<file path="src/design/occ_defs.svh">
// Constants for the oscillator control register block: offsets, fields, resets, keys.
// Assumes a 32-bit AXI4-Lite register bus; included by bare name.
`ifndef OCC_DEFS_SVH
`define OCC_DEFS_SVH

// ----------------------------------------
// Register byte offsets
// ----------------------------------------
`define OCC_ADDR_W 4
`define OCC_OFS_CTRL 4'h0
`define OCC_OFS_KEY 4'h4

// ----------------------------------------
// Field positions in the control word
// ----------------------------------------
`define OCC_PLL_POST_DIVIDER_MSB 29
`define OCC_PLL_POST_DIVIDER_LSB 27
`define OCC_FAST_RC_DIVIDER_MSB 26
`define OCC_FAST_RC_DIVIDER_LSB 24
`define OCC_SECRDY_BIT 22
`define OCC_DIVRDY_BIT 21
`define OCC_PERIPH_CLOCK_DIVISOR_MSB 20
`define OCC_PERIPH_CLOCK_DIVISOR_LSB 19

// ----------------------------------------
// Reset values and codes
// ----------------------------------------
`define OCC_FAST_RC_DIVIDER_RST 3'h1
`define OCC_DIV_CODE_MAX 3'h7
`define OCC_SHIFT_MAX 4'h8
`define OCC_KEY_FIRST 32'h5a5a0f0f
`define OCC_KEY_SECOND 32'ha5a5f0f0
`define OCC_RESP_OKAY 2'h0
`define OCC_RESP_SLVERR 2'h2
`define OCC_NUM_DIV 3
`define OCC_DIV_PLL 0
`define OCC_DIV_FRC 1
`define OCC_DIV_PB 2

`endif

</file>
<file path="src/design/occ_pkg.sv">
// Types shared by the oscillator control register block.
// Assumes occ_defs.svh is available on the include path.
package occ_pkg;

	// ----------------------------------------
	// Configuration straps and live fields
	// ----------------------------------------
	typedef struct packed {
		logic [2:0] pllPostDivider;
		logic [1:0] periphClockDivisor;
	} occ_cfg_t;

	typedef struct packed {
		logic [2:0] pllPostDivider;
		logic [2:0] fastRcDivider;
		logic [1:0] periphClockDivisor;
	} occ_ctrl_t;

	// ----------------------------------------
	// Unlock sequence states, Gray along the path
	// ----------------------------------------
	typedef enum logic [1:0] {
		OCC_LOCKED = 2'h0,
		OCC_KEY1_SEEN = 2'h1,
		OCC_OPEN = 2'h3
	} occ_lock_t;

endpackage

</file>
<file path="src/design/occ_tick_divider.sv">
// Tick divider: passes one of every 2**shiftAmt input ticks as a one-cycle pulse.
// Assumes tickIn is a one-cycle enable in the clk domain and shiftAmt is at most 8.
`timescale 1ns/1ps
`default_nettype none
module occ_tick_divider (
	input wire logic clk,
	input wire logic srst,
	input wire logic tickIn,
	input wire logic [3:0] shiftAmt,
	output logic wrap,
	output logic tickOut
);
	logic [7:0] cnt_ff;
	logic [7:0] terminal;
	logic tickOut_ff;

	// ----------------------------------------
	// Count and wrap
	// ----------------------------------------
	assign terminal = 8'((9'h1 << shiftAmt) - 9'h1);
	assign wrap = tickIn && (cnt_ff >= terminal);
	assign tickOut = tickOut_ff;

	// Wrap on >= so a ratio shrunk mid-count does not run through 256 ticks
	always_ff @(posedge clk) begin
		if (srst) begin
			cnt_ff <= 8'h0;
		end else if (wrap) begin
			cnt_ff <= 8'h0;
		end else if (tickIn) begin
			cnt_ff <= cnt_ff + 8'h1;
		end
	end

	always_ff @(posedge clk) begin
		if (srst) begin
			tickOut_ff <= 1'b0;
		end else begin
			tickOut_ff <= wrap;
		end
	end
endmodule
`default_nettype wire

</file>
<file path="src/design/occ_oscillator_control.sv">
// Oscillator control register with key unlock, behind an AXI4-Lite slave.
// Assumes one 100 MHz clock; PLL and fast RC clocks arrive as one-cycle tick enables.
//
// Notes on behaviour
// - PLL post-divider codes divide 1..64, then 256
// - Fast RC divider same ratios, resets to two
// - Secondary oscillator ready reads stable state only
// - Divisor ready low blocks periph divisor writes
// - Periph divisor divides system clock 1,2,4,8
// - Control writes accepted only after unlock
// - Reset loads straps into config-derived fields
// - Bits 31:30 and 23 read zero
`timescale 1ns/1ps
`default_nettype none
`include "occ_defs.svh"
module occ_oscillator_control (
	input wire logic clk,
	input wire logic srst,
	input wire occ_pkg::occ_cfg_t cfgStraps,
	input wire logic secOscStable,
	input wire logic pllTickIn,
	input wire logic frcTickIn,
	input wire logic [`OCC_ADDR_W-1:0] s_axi_awaddr,
	input wire logic s_axi_awvalid,
	output logic s_axi_awready,
	input wire logic [31:0] s_axi_wdata,
	input wire logic [3:0] s_axi_wstrb,
	input wire logic s_axi_wvalid,
	output logic s_axi_wready,
	output logic [1:0] s_axi_bresp,
	output logic s_axi_bvalid,
	input wire logic s_axi_bready,
	input wire logic [`OCC_ADDR_W-1:0] s_axi_araddr,
	input wire logic s_axi_arvalid,
	output logic s_axi_arready,
	output logic [31:0] s_axi_rdata,
	output logic [1:0] s_axi_rresp,
	output logic s_axi_rvalid,
	input wire logic s_axi_rready,
	output occ_pkg::occ_ctrl_t ctrlOut,
	output logic pllPostTick,
	output logic frcTick,
	output logic peripheralBusTick
);
	// ----------------------------------------
	// Declarations
	// ----------------------------------------
	occ_pkg::occ_ctrl_t ctrl_ff;
	occ_pkg::occ_lock_t lock_ff;
	logic [1:0] pendingDiv_ff;
	logic pendingValid_ff;
	logic secOscReady_ff;
	logic [`OCC_ADDR_W-1:0] awAddr_ff;
	logic awHave_ff;
	logic [31:0] wData_ff;
	logic [3:0] wStrb_ff;
	logic wHave_ff;
	logic bValid_ff;
	logic [1:0] bResp_ff;
	logic rValid_ff;
	logic [31:0] rData_ff;
	logic [1:0] rResp_ff;
	logic doWrite;
	logic writeCtrl;
	logic writeKey;
	logic [31:0] byteMask;
	logic [31:0] ctrlWord;
	logic [31:0] nxt_ctrlWord;
	logic divisorReady;
	logic [`OCC_NUM_DIV-1:0] divTickIn;
	logic [`OCC_NUM_DIV-1:0] divWrap;
	logic [`OCC_NUM_DIV-1:0] divTickOut;
	logic [3:0] divShift [`OCC_NUM_DIV];

	// Codes 0..6 are plain powers of two; the top code jumps to 256
	function automatic logic [3:0] occShiftOf(input logic [2:0] code);
		occShiftOf = (code == `OCC_DIV_CODE_MAX) ? `OCC_SHIFT_MAX : {1'b0, code};
	endfunction

	// ----------------------------------------
	// Register word view
	// ----------------------------------------
	always_comb begin
		ctrlWord = 32'h0;
		ctrlWord[`OCC_PLL_POST_DIVIDER_MSB:`OCC_PLL_POST_DIVIDER_LSB] = ctrl_ff.pllPostDivider;
		ctrlWord[`OCC_FAST_RC_DIVIDER_MSB:`OCC_FAST_RC_DIVIDER_LSB] = ctrl_ff.fastRcDivider;
		ctrlWord[`OCC_SECRDY_BIT] = secOscReady_ff;
		ctrlWord[`OCC_DIVRDY_BIT] = divisorReady;
		ctrlWord[`OCC_PERIPH_CLOCK_DIVISOR_MSB:`OCC_PERIPH_CLOCK_DIVISOR_LSB] = ctrl_ff.periphClockDivisor;
	end

	assign divisorReady = !pendingValid_ff;
	assign ctrlOut = ctrl_ff;

	// ----------------------------------------
	// AXI4-Lite write channel
	// ----------------------------------------
	assign s_axi_awready = !awHave_ff && !bValid_ff;
	assign s_axi_wready = !wHave_ff && !bValid_ff;
	assign s_axi_bvalid = bValid_ff;
	assign s_axi_bresp = bResp_ff;
	assign doWrite = awHave_ff && wHave_ff && !bValid_ff;
	assign writeCtrl = doWrite && (awAddr_ff == `OCC_OFS_CTRL);
	assign writeKey = doWrite && (awAddr_ff == `OCC_OFS_KEY);

	genvar gb;
	generate
		for (gb = 0; gb < 4; gb++) begin : g_mask
			assign byteMask[gb*8 +: 8] = {8{wStrb_ff[gb]}};
		end
	endgenerate

	assign nxt_ctrlWord = (ctrlWord & ~byteMask) | (wData_ff & byteMask);

	always_ff @(posedge clk) begin
		if (srst) begin
			awHave_ff <= 1'b0;
			awAddr_ff <= '0;
		end else if (s_axi_awvalid && s_axi_awready) begin
			awHave_ff <= 1'b1;
			awAddr_ff <= s_axi_awaddr;
		end else if (doWrite) begin
			awHave_ff <= 1'b0;
		end
	end

	always_ff @(posedge clk) begin
		if (srst) begin
			wHave_ff <= 1'b0;
			wData_ff <= 32'h0;
			wStrb_ff <= 4'h0;
		end else if (s_axi_wvalid && s_axi_wready) begin
			wHave_ff <= 1'b1;
			wData_ff <= s_axi_wdata;
			wStrb_ff <= s_axi_wstrb;
		end else if (doWrite) begin
			wHave_ff <= 1'b0;
		end
	end

	always_ff @(posedge clk) begin
		if (srst) begin
			bValid_ff <= 1'b0;
			bResp_ff <= `OCC_RESP_OKAY;
		end else if (doWrite) begin
			bValid_ff <= 1'b1;
			bResp_ff <= (writeCtrl || writeKey) ? `OCC_RESP_OKAY : `OCC_RESP_SLVERR;
		end else if (s_axi_bready) begin
			bValid_ff <= 1'b0;
		end
	end

	// ----------------------------------------
	// Unlock sequence
	// ----------------------------------------
	// Any other key word, or a control write, drops back to locked
	always_ff @(posedge clk) begin
		if (srst) begin
			lock_ff <= occ_pkg::OCC_LOCKED;
		end else if (writeKey) begin
			case (lock_ff)
				occ_pkg::OCC_LOCKED: begin
					lock_ff <= (wData_ff == `OCC_KEY_FIRST) ? occ_pkg::OCC_KEY1_SEEN
						: occ_pkg::OCC_LOCKED;
				end
				occ_pkg::OCC_KEY1_SEEN: begin
					lock_ff <= (wData_ff == `OCC_KEY_SECOND) ? occ_pkg::OCC_OPEN
						: occ_pkg::OCC_LOCKED;
				end
				default: begin
					lock_ff <= occ_pkg::OCC_LOCKED;
				end
			endcase
		end else if (writeCtrl) begin
			lock_ff <= occ_pkg::OCC_LOCKED;
		end
	end

	// ----------------------------------------
	// Control fields
	// ----------------------------------------
	always_ff @(posedge clk) begin
		if (srst) begin
			ctrl_ff.pllPostDivider <= cfgStraps.pllPostDivider;
			ctrl_ff.fastRcDivider <= `OCC_FAST_RC_DIVIDER_RST;
		end else if (writeCtrl && lock_ff == occ_pkg::OCC_OPEN) begin
			ctrl_ff.pllPostDivider <= nxt_ctrlWord[`OCC_PLL_POST_DIVIDER_MSB:`OCC_PLL_POST_DIVIDER_LSB];
			ctrl_ff.fastRcDivider <= nxt_ctrlWord[`OCC_FAST_RC_DIVIDER_MSB:`OCC_FAST_RC_DIVIDER_LSB];
		end
	end

	// A new divisor waits for the current period to end, so no short bus pulse appears
	always_ff @(posedge clk) begin
		if (srst) begin
			pendingValid_ff <= 1'b0;
			pendingDiv_ff <= 2'h0;
		end else if (writeCtrl && lock_ff == occ_pkg::OCC_OPEN && divisorReady
			&& nxt_ctrlWord[`OCC_PERIPH_CLOCK_DIVISOR_MSB:`OCC_PERIPH_CLOCK_DIVISOR_LSB] != ctrl_ff.periphClockDivisor) begin
			pendingValid_ff <= 1'b1;
			pendingDiv_ff <= nxt_ctrlWord[`OCC_PERIPH_CLOCK_DIVISOR_MSB:`OCC_PERIPH_CLOCK_DIVISOR_LSB];
		end else if (divWrap[`OCC_DIV_PB]) begin
			pendingValid_ff <= 1'b0;
		end
	end

	always_ff @(posedge clk) begin
		if (srst) begin
			ctrl_ff.periphClockDivisor <= cfgStraps.periphClockDivisor;
		end else if (pendingValid_ff && divWrap[`OCC_DIV_PB]) begin
			ctrl_ff.periphClockDivisor <= pendingDiv_ff;
		end
	end

	always_ff @(posedge clk) begin
		if (srst) begin
			secOscReady_ff <= 1'b0;
		end else begin
			secOscReady_ff <= secOscStable;
		end
	end

	// ----------------------------------------
	// Clock dividers as tick enables
	// ----------------------------------------
	assign divTickIn[`OCC_DIV_PLL] = pllTickIn;
	assign divTickIn[`OCC_DIV_FRC] = frcTickIn;
	assign divTickIn[`OCC_DIV_PB] = 1'b1;
	assign divShift[`OCC_DIV_PLL] = occShiftOf(ctrl_ff.pllPostDivider);
	assign divShift[`OCC_DIV_FRC] = occShiftOf(ctrl_ff.fastRcDivider);
	assign divShift[`OCC_DIV_PB] = {2'b00, ctrl_ff.periphClockDivisor};

	genvar gd;
	generate
		for (gd = 0; gd < `OCC_NUM_DIV; gd++) begin : g_div
			occ_tick_divider u_div (
				.clk(clk),
				.srst(srst),
				.tickIn(divTickIn[gd]),
				.shiftAmt(divShift[gd]),
				.wrap(divWrap[gd]),
				.tickOut(divTickOut[gd])
			);
		end
	endgenerate

	assign pllPostTick = divTickOut[`OCC_DIV_PLL];
	assign frcTick = divTickOut[`OCC_DIV_FRC];
	assign peripheralBusTick = divTickOut[`OCC_DIV_PB];

	// ----------------------------------------
	// AXI4-Lite read channel
	// ----------------------------------------
	assign s_axi_arready = !rValid_ff;
	assign s_axi_rvalid = rValid_ff;
	assign s_axi_rdata = rData_ff;
	assign s_axi_rresp = rResp_ff;

	// The key register reads back zero so the keys never leak to software
	always_ff @(posedge clk) begin
		if (srst) begin
			rValid_ff <= 1'b0;
			rData_ff <= 32'h0;
			rResp_ff <= `OCC_RESP_OKAY;
		end else if (s_axi_arvalid && s_axi_arready) begin
			rValid_ff <= 1'b1;
			case (s_axi_araddr)
				`OCC_OFS_CTRL: begin
					rData_ff <= ctrlWord;
					rResp_ff <= `OCC_RESP_OKAY;
				end
				`OCC_OFS_KEY: begin
					rData_ff <= 32'h0;
					rResp_ff <= `OCC_RESP_OKAY;
				end
				default: begin
					rData_ff <= 32'h0;
					rResp_ff <= `OCC_RESP_SLVERR;
				end
			endcase
		end else if (s_axi_rready) begin
			rValid_ff <= 1'b0;
		end
	end
endmodule
`default_nettype wire

</file>
<file path="config.mk">
export PLATFORM = sky130hd
export DESIGN_NAME = occ_oscillator_control
export DESIGN_NICKNAME = d
export VERILOG_FILES = /design/src/design/occ_pkg.sv /design/src/design/occ_tick_divider.sv /design/src/design/occ_oscillator_control.sv
export VERILOG_INCLUDE_DIRS = /design/src /design/src/design
export SDC_FILE = /design/constraint.sdc
export NUM_CORES = 1
export LEC_CHECK = 0
export BUFFER_PORTS_ARGS = -buffer_cell sky130_fd_sc_hd__buf_2
export CORE_UTILIZATION = 53
export DETAILED_ROUTE_END_ITERATION = 16
export PLACE_DENSITY = 0.78
export RECOVER_POWER = 50
export SLEW_MARGIN = 20
export SYNTH_ARGS = -nofsm -noshare
export SYNTH_HDL_FRONTEND = slang
export SYNTH_SLANG_ARGS = --single-unit
</file>
<file path="constraint.sdc">
create_clock -name clk -period 3 [get_ports clk]
set_clock_uncertainty 0.1 [all_clocks]
set_input_delay 0 -clock clk [delete_from_list [all_inputs] [get_ports clk]]
set_output_delay 0 -clock clk [all_outputs]
set_load 0.02 [all_outputs]
</file>
==> metrics.md, run 1 <==
| Metric | Value |
|---|---|
| Status | finished with violations |
| Failing checks | capacitance limit, slew limit |
| Die area | 8630 um2 |
| Hold Fails Final Rpt | 0 |
| Clk slew on worst S/H paths | 0.09 ns |
| Asr flop ratio synth | 0 |
| Initial Util | 0.558 |
| Post-synth cell types | 44 |
| Ys Warns | 0 |
| Pwr dens | 461 nW/um2 |
| RD Place Congestion | 0.804 |
| Post-CTS sizing | 0 |
| Slew margin rel. | -0.714 |
| Post-synth EDFFs | 5 |
| Remaining Overflow, GRT | 0 |
| Horiz. Die Dim | 92.9 um |
| Row cnt | 32 |
| Final Critical Period | 2.43 ns |
| Max-Cap Viols | 1 |
| Port Buffer Count | 84 |
| Total global routing track utilization | 0.236 |
| Clock Path Buffers | 2 |
| GR Layer Usage met3 | 0.0435 |
| Synthesized area per cell | 8.59 um2 |
| DRT Wirelength | 10.1 mm |
| Most frequent cells in the layout | nand2_1 (90), dfxtp_1 (90), buf_2 (55) |
| Initial DRC Count | 163 |
| Gr busiest metal | met2 |
| Crit start category | input port |
| CTS tree | yes |
| Ys flop type | dfxtp_1 |
| TNS Setup | 0 ns |
| WL/cell | 13.6 um |
| Clk Latency, worst-skew pair | 0.36 ns |
| Antenna-violating nets left | 0 |
| Clock tree root buffer cell | clkbuf_8 |
| Mapped Area | 4380 um2 |
| Max-slew violations | 62 |
| FILL cells | 662 |
| Die span in y | 92.9 um |
| Number of global-route vias before repair | 3628 |
| Nets | 714 |
| Fin crit share | 0.811 |
| Core Region | 7850 um2 |
| Largest net degree at the start of global routing | 62 |
| Layout area overhead | 23.5% |
| Mapped Cells | 510 |
| Critical Path Sink Type | flop |
| First-pass GRT wire length | 16.1 mm |
| Share of cells above drive strength 1 | 0.122 |
| Crit path max fanout | 61 |
| Cts bufs inserted | 9 |
| FF+latch count, synth | 95 |
| WS Path Type | in2reg |
| Max Fclk | 0.411 GHz |
| Critical Path AT | 2.58 ns |
| Via density | 5.15 |
| Final instance area | 5410 um2 |
| Crit path required time | 3.15 ns |
| Worst VDD drop | 0.328 mV |
| Hold crit path type | in2reg |
| CTS Sinks | 95 |
| Seq/Total Area, Yosys | 0.446 |
| Final HPWL DP | 6.59 mm |
| Placed Area | 4760 um2 |
| Residual DRC | 0 |
| Via count | 3810 |
| Drt pass-1 iters | 4 |
| Met2 usage | 0.419 |
| Met1 Track Usage GR | 0.279 |
| Num ports | 111 |
| Antenna fix cells | 0 |
| RSZ-0062 raised after global routing | false |
| H-tree depth | 3 |
| Final setup viols | 0 |
| Initial antenna violation count | 0 |
| Worst Tran Pin Value | 2.57 ns |
| Leak | 2.19 nW |
-- sequential cells by signal (all words and copies together), names as in the netlist, named ones only --
| name | count |
|---|---|
| lock_ff | 2 |
| wStrb_ff | 2 |
| s_axi_rdata | 10 |
| wHave_ff | 1 |
| g_div.u_div.tickOut | 3 |
| g_div.u_div.cnt_ff | 24 |
| pendingDiv_ff | 2 |
| pendingValid_ff | 1 |
| s_axi_bresp | 1 |
| s_axi_rresp | 1 |
| awAddr_ff | 4 |
| wData_ff | 32 |
| s_axi_rvalid | 1 |
| s_axi_bvalid | 1 |
| secOscReady_ff | 1 |
| ctrlOut | 5 |
| awHave_ff | 1 |
-- path summary, 6_finish.rpt --
path | startpoint | depth (start not counted) | slack (ns) | endpoint
hold reg to reg | wData_ff[15]$_SDFFE_PP0P_ | 2 | 0.37 | wData_ff[15]$_SDFFE_PP0P_
setup / recovery | srst | 3 | 0.57 | s_axi_rvalid$_SDFFE_PP0P_
setup reg to reg | ctrlOut[6]$_DFFE_PP_ | 7 | 0.60 | g_div[0].u_div.tickOut$_SDFF_PP0_
hold / removal | s_axi_araddr[1] | 5 | 0.07 | s_axi_rdata[20]$_SDFFE_PP0P_
-- area by class of cell --
class	instances	area (um2)	area share
Clock buffer	11	131	0.0243
Clock inverter	5	33.8	0.00625
Inverter	13	48.8	0.00902
Multi-Input combinational cell	376	2190	0.406
Sequential cell	95	1950	0.361
Tap cell	102	128	0.0236
Timing Repair Buffer	138	920	0.170
-- metal layers --
layer  share of wire  wire (um)
met5               0          0
met2            0.49       4970
met4           0.024        237
met1            0.43       4300
met3           0.054        544
-- through the flow --
stage / hold WS, ns / setup slack [ns] / utilization / std cells / total power (W)
detailed placement: 0.0906 / 0.674 / 0.606 / 672 / 0.00172
finish: 0.0703 / 0.566 / 0.689 / 740 / 0.00249
global route: 0.119 / 0.361 / 0.689 / 740 / 0.00261
CTS: 0.0721 / 0.653 / 0.693 / 740 / 0.00250
floorplan: 0.0000571 / 0.647 / - / 537 / 0.00165
global placement: 0.0904 / 0.744 / 0.606 / 672 / 0.00171
-- repair_timing --
action	4_1_cts	5_1_grt
hold endpoints to repair	63	0
hold buffers	52	0
buffers inserted	0	0
-- cell usage after synthesis (2+ instances only) --
| library cell | instances | area share |
|---|---|---|
| dfxtp_1 | 90 | 0.41 |
| o31ai_1 | 3 | 0.0051 |
| a21oi_1 | 49 | 0.056 |
| nand2b_1 | 5 | 0.0071 |
| or4_1 | 4 | 0.0069 |
| a22oi_1 | 10 | 0.017 |
| nand4_1 | 8 | 0.011 |
| buf_1 | 5 | 0.0043 |
| nand2_1 | 91 | 0.078 |
| o21ai_1 | 5 | 0.0057 |
| inv_1 | 12 | 0.010 |
| and2_1 | 2 | 0.0029 |
| buf_4 | 24 | 0.041 |
| a22o_1 | 2 | 0.0040 |
| or2_1 | 2 | 0.0029 |
| nor3_1 | 18 | 0.021 |
| ha_1 | 22 | 0.063 |
| nor2b_1 | 6 | 0.0086 |
| edfxtp_1 | 5 | 0.034 |
| nor4bb_1 | 8 | 0.018 |
| and4b_1 | 2 | 0.0046 |
| nor3_2 | 2 | 0.0046 |
| o21ai_0 | 5 | 0.0057 |
| nor4b_1 | 3 | 0.0060 |
| or3_1 | 3 | 0.0043 |
| nand3_1 | 11 | 0.013 |
| mux2i_1 | 14 | 0.032 |
| clkbuf_1 | 24 | 0.021 |
| a211oi_1 | 3 | 0.0051 |
| mux2_1 | 2 | 0.0051 |
| xor2_1 | 11 | 0.022 |
| xnor2_1 | 7 | 0.014 |
| nor2_1 | 41 | 0.035 |
-- critical path, cell delays in order --
cell and delay [ns]:
clkbuf_1 1.79, a211oi_1 0.07, dlygate4sd3_1 0.69
-- where the power goes --
part | internal, W | total (W) | switching (W) | leakage [nW]
Combinational | 0.000160 | 0.000365 | 0.000205 | 1.33
Clock | 0.000301 | 0.000742 | 0.000441 | 0.0759
Sequential | 0.00133 | 0.00139 | 0.0000553 | 0.786
Total | 0.00179 | 0.00249 | 0.000702 | 2.19
-- kinds of logic after synthesis --
family / after synthesis / synth area share
and+or+nand+nor: 211 / 0.234
DFF: 95 / 0.446
AOI/OAI and AO/OA: 81 / 0.107
other: 1 / 0.000856
adders and majority gates: 22 / 0.0628
muxes: 16 / 0.0371
buffers and inverters: 66 / 0.0771
xor gates and xnor gates: 18 / 0.0360
Note: power is estimated with default switching activity, not from simulation.
==> inputs of run 2 (changes only) <==
ABC_AREA = 1   (was not set)
PLACE_DENSITY = 0.77   (was 0.78)
clock period = 2.3 ns   (was 3 ns; I/O delays follow)
==> run 2 against run 1 <==
The flow now finishes without violations. Design area increased by 4.6%. Via count rose by 10%. Global-route usage is 0.61 points higher. Die area is 3.5% higher. Cell count rose by 16%. Sequential power rose by 31%. Critical path depth rose by 5. Synthesized cell count grew 18%. Clock power increased by 40%. Critical endpoint is now s_axi_rdata[24]$_SDFFE_PP0P_. Highest routed layer unchanged.
==> metrics.md, run 2 <==
| Metric | Value |
|---|---|
| RD Place Congestion | 0.813 (was 0.804) |
| Reg-to-Reg Start | s_axi_rvalid$_SDFFE_PP0P_ (was ctrlOut[6]$_DFFE_PP_) |
| Layout area overhead | 24.6% (was 23.5%) |
| WL/cell | 12.2 um (was 13.6 um) |
| Num ports | 111 (unchanged) |
| Nets | 827 (was 714) |
| RSZ-0062 raised after global routing | false (unchanged) |
| Max-Cap Viols | 0 (was 1) |
| Final instance area | 5650 um2 (was 5410 um2) |
| FF+latch count, synth | 95 (unchanged) |
| Largest net degree at the start of global routing | 38 (was 62) |
| Initial antenna violation count | 0 (unchanged) |
| Number of global-route vias before repair | 3893 (was 3628) |
| Most frequent cells in the layout | nor2_1 (113), nand2_1 (109), dfxtp_1 (90) (was nand2_1 (90), dfxtp_1 (90), buf_2 (55)) |
| CTS Sinks | 95 (unchanged) |
| Antenna fix cells | 0 (unchanged) |
| Synthesized area per cell | 7.53 um2 (was 8.59 um2) |
| Most frequent cell after synthesis | nor2_1 (was nand2_1) |
| Total global routing track utilization | 0.243 (was 0.236) |
| Crit start category | flop (was input port) |
| Non-Filler Instances | 855 (was 740) |
| Final core utilization | 0.685 (was 0.689) |
| Residual DRC | 0 (unchanged) |
| Post-synth EDFFs | 5 (unchanged) |
| H-tree depth | 3 (unchanged) |
| Clock Power Share | 0.304 (was 0.298) |
| Min-Delay Path Depth | 4 (was 5) |
| Antenna-violating nets left | 0 (unchanged) |
| Core Region | 8260 um2 (was 7850 um2) |
| Critical Path AT | 2.24 ns (was 2.58 ns) |
| WS Path Type | reg2reg (was in2reg) |
| Remaining Overflow, GRT | 0 (unchanged) |
| Max-slew violations | 0 (was 62) |
| Hold crit path type | in2reg (unchanged) |
| Horiz. Die Dim | 94.5 um (was 92.9 um) |
| Worst r2r path cells | 8 (was 7) |
| Hold path startpoint | s_axi_arvalid (was s_axi_araddr[1]) |
| Via count | 4206 (was 3810) |
| Mapped Cells | 603 (was 510) |
| Die area | 8940 um2 (was 8630 um2) |
| Status | finished, final reports clean (was finished with violations) |
| DP Cell Count | 784 (was 672) |
| Gate power share | 0.163 (was 0.146) |
| Psw | 0.000944 W (was 0.000702 W) |
| First-pass GRT wire length | 16.9 mm (was 16.1 mm) |
| Sequential Power Share | 0.533 (was 0.556) |
| Fin crit share | 0.899 |
| Post-synth cell types | 36 (was 44) |
| Most flops, register | wData_ff (unchanged) |
| Pwr dens | 603 nW/um2 (was 461 nW/um2) |
| Max Fclk | 0.484 GHz |
| Share of cells above drive strength 1 | 0.115 (was 0.122) |
| Placed Area | 5000 um2 (was 4760 um2) |
| Port Buffer Count | 84 (unchanged) |
| Final setup viols | 0 (unchanged) |
| Crit path max fanout | 11 (was 61) |
| Post-synth top area share | 0.397 (was 0.411) |
| TNS Setup | 0 ns (unchanged) |
| Mapped Area | 4540 um2 (was 4380 um2) |
| Clk slew on worst S/H paths | 0.09 ns (about the same) |
| Cts bufs inserted | 9 (unchanged) |
| Final HPWL DP | 6.96 mm (was 6.59 mm) |
| Slew margin rel. | 0.293 (was -0.714) |
| Ys Warns | 0 (unchanged) |
| Internal reg-to-reg setup slack | 0.23 ns (was 0.60 ns) |
| Hold Fails Final Rpt | 0 (unchanged) |
| Clock tree root buffer cell | clkbuf_8 (unchanged) |
| DRT Wirelength | 10.5 mm (was 10.1 mm) |
| Total Power | 0.00341 W (was 0.00249 W) |
| Worst Tran Pin Value | 1.06 ns (was 2.57 ns) |
| CTS tree | yes (unchanged) |
| Worst Hold End | s_axi_rdata[27]$_SDFFE_PP0P_ (was s_axi_rdata[20]$_SDFFE_PP0P_) |
| Ys flop type | dfxtp_1 (unchanged) |
| Leading area contributor after synthesis | dfxtp_1 (unchanged) |
| Asr flop ratio synth | 0 (unchanged) |
| Synth cell count leaders | nor2_1 (109), nand2_1 (107), dfxtp_1 (90) (was nand2_1 (91), dfxtp_1 (90), a21oi_1 (49)) |
| Switch share | 0.277 (was 0.281) |
| Crit path required time | 2.47 ns (was 3.15 ns) |
| Clock Path Buffers | 2 (unchanged) |
| Drt pass-1 iters | 4 (unchanged) |
| Final Critical Period | 2.07 ns |
| Top cells by area, synth | dfxtp_1 (40%), nor2_1 (9.0%), nand2_1 (8.9%), ha_1 (6.1%), o21ai_0 (5.3%) (was dfxtp_1 (41%), nand2_1 (7.8%), ha_1 (6.3%), a21oi_1 (5.6%), buf_4 (4.1%)) |
| Max reg flops | 32 (unchanged) |
| Worst VDD drop | 0.369 mV (was 0.328 mV) |
| Clk Latency, worst-skew pair | 0.35 ns (was 0.36 ns) |
| Critical Path Sink Type | flop (unchanged) |
| FF-to-FF End | s_axi_rdata[24]$_SDFFE_PP0P_ (was g_div[0].u_div.tickOut$_SDFF_PP0_) |
| Most common cell after layout, fill and taps aside | nor2_1 |
| Via density | 4.92 (was 5.15) |
| Leak | 2.50 nW (was 2.19 nW) |
| Seq/Total Area, Yosys | 0.430 (was 0.446) |
| Die span in y | 94.5 um (was 92.9 um) |
| Initial Util | 0.550 (was 0.558) |
| Row cnt | 33 (was 32) |
| Initial DRC Count | 214 (was 163) |
| Pint | 0.00247 W (was 0.00179 W) |
## run 2: changes by cell type after synthesis, moves of 16 or more
cell and delta:
o21ai_0 +43, inv_1 +39, nor3_1 -16, nor2_1 +68, nand2_1 +16
## run 2: power by group through the flow
stage	Sequential [W]	Clock (W)	Combinational [W]
after CTS	0.00182	0.00106	0.000558
after global placement	0.00185	0	0.000471
after detailed placement	0.00186	0	0.000486
final	0.00182	0.00104	0.000555
after floorplan	0.00186	0	0.000359
after global routing	0.00183	0.00112	0.000631
## run 2: worst max-delay path by stage
stage | slack [ns] | to | cells past startpoint | startpoint
final | 0.23 | s_axi_rdata[24]$_SDFFE_PP0P_ | 8 | s_axi_rvalid$_SDFFE_PP0P_
after global routing | 0.05 | g_div[0].u_div.cnt_ff[3]$_SDFFE_PP0P_ | 10 | ctrlOut[6]$_DFFE_PP_
after CTS | 0.23 | s_axi_rdata[28]$_SDFFE_PP0P_ | 8 | s_axi_rvalid$_SDFFE_PP0P_
after detailed placement | 0.28 | g_div[0].u_div.cnt_ff[5]$_SDFFE_PP0P_ | 10 | ctrlOut[6]$_DFFE_PP_
after global placement | 0.37 | g_div[0].u_div.cnt_ff[7]$_SDFFE_PP0P_ | 10 | ctrlOut[6]$_DFFE_PP_
after floorplan | 0.20 | g_div[0].u_div.cnt_ff[0]$_SDFFE_PP0P_ | 11 | ctrlOut[6]$_DFFE_PP_
## run 2: critical path, cell delays in order, from the launching register on
cell	delay, ns
dfxtp_1	0.32
inv_1	0.10
nand2_1	0.23
inv_1	0.18
nand3_2	0.10
nor2_2	0.11
dlygate4sd3_1	0.63
nand2_1	0.07
a21oi_1	0.14
## run 2: per-stage QoR
| step | hold WS (ns) | setup WS (ns) |
|---|---|---|
| final | 0.0482 | 0.233 |
| after global routing | 0.0761 | 0.0501 |
| after CTS | 0.0387 | 0.231 |
| after detailed placement | 0.134 | 0.284 |
| after global placement | 0.113 | 0.372 |
| after floorplan | 0.00697 | 0.196 |
## run 2: layout make-up
cell class              count  area [um2]
clock buffers              13         170
repair buffers            151        1020
clock inverters             2        13.8
multi-input cells         436        2160
fillers                   698        2600
well taps                 105         131
flip-flops and latches     95        1950
inverters                  53         199
## run 2: kinds of logic (layout without fill, tap and decap cells)
logic type | after synthesis | count (layout) | share of synthesized area
and+or+nand+nor | 262 | 262 | 0.245
AOI/OAI and AO/OA | 106 | 106 | 0.123
buffers and inverters | 99 | 219 | 0.105
DFF | 95 | 95 | 0.430
adders and majority gates | 22 | 22 | 0.0607
xor gates and xnor gates | 16 | 16 | 0.0309
muxes | 2 | 2 | 0.00441
other | 1 | 28 | 0.000826
## run 2: timing repair
item	4_1_cts	5_1_grt
hold endpoints to repair	69	0
hold buffers	56	0
setup buffers	0	0
endpoints found under the setup margin	0	1
gates resized for setup	0	1
## run 2: per-layer routing
metal | track usage | wire length [um] | up-vias | part of all wire
li1 | - | - | 2167 | -
met1 | 0.294 | 4520 | 1894 | 0.43
met2 | 0.431 | 5160 | 127 | 0.49
met3 | 0.0386 | 573 | 18 | 0.055
met4 | 0.0909 | 206 | 0 | 0.020
met5 | 0 | 0 | - | 0
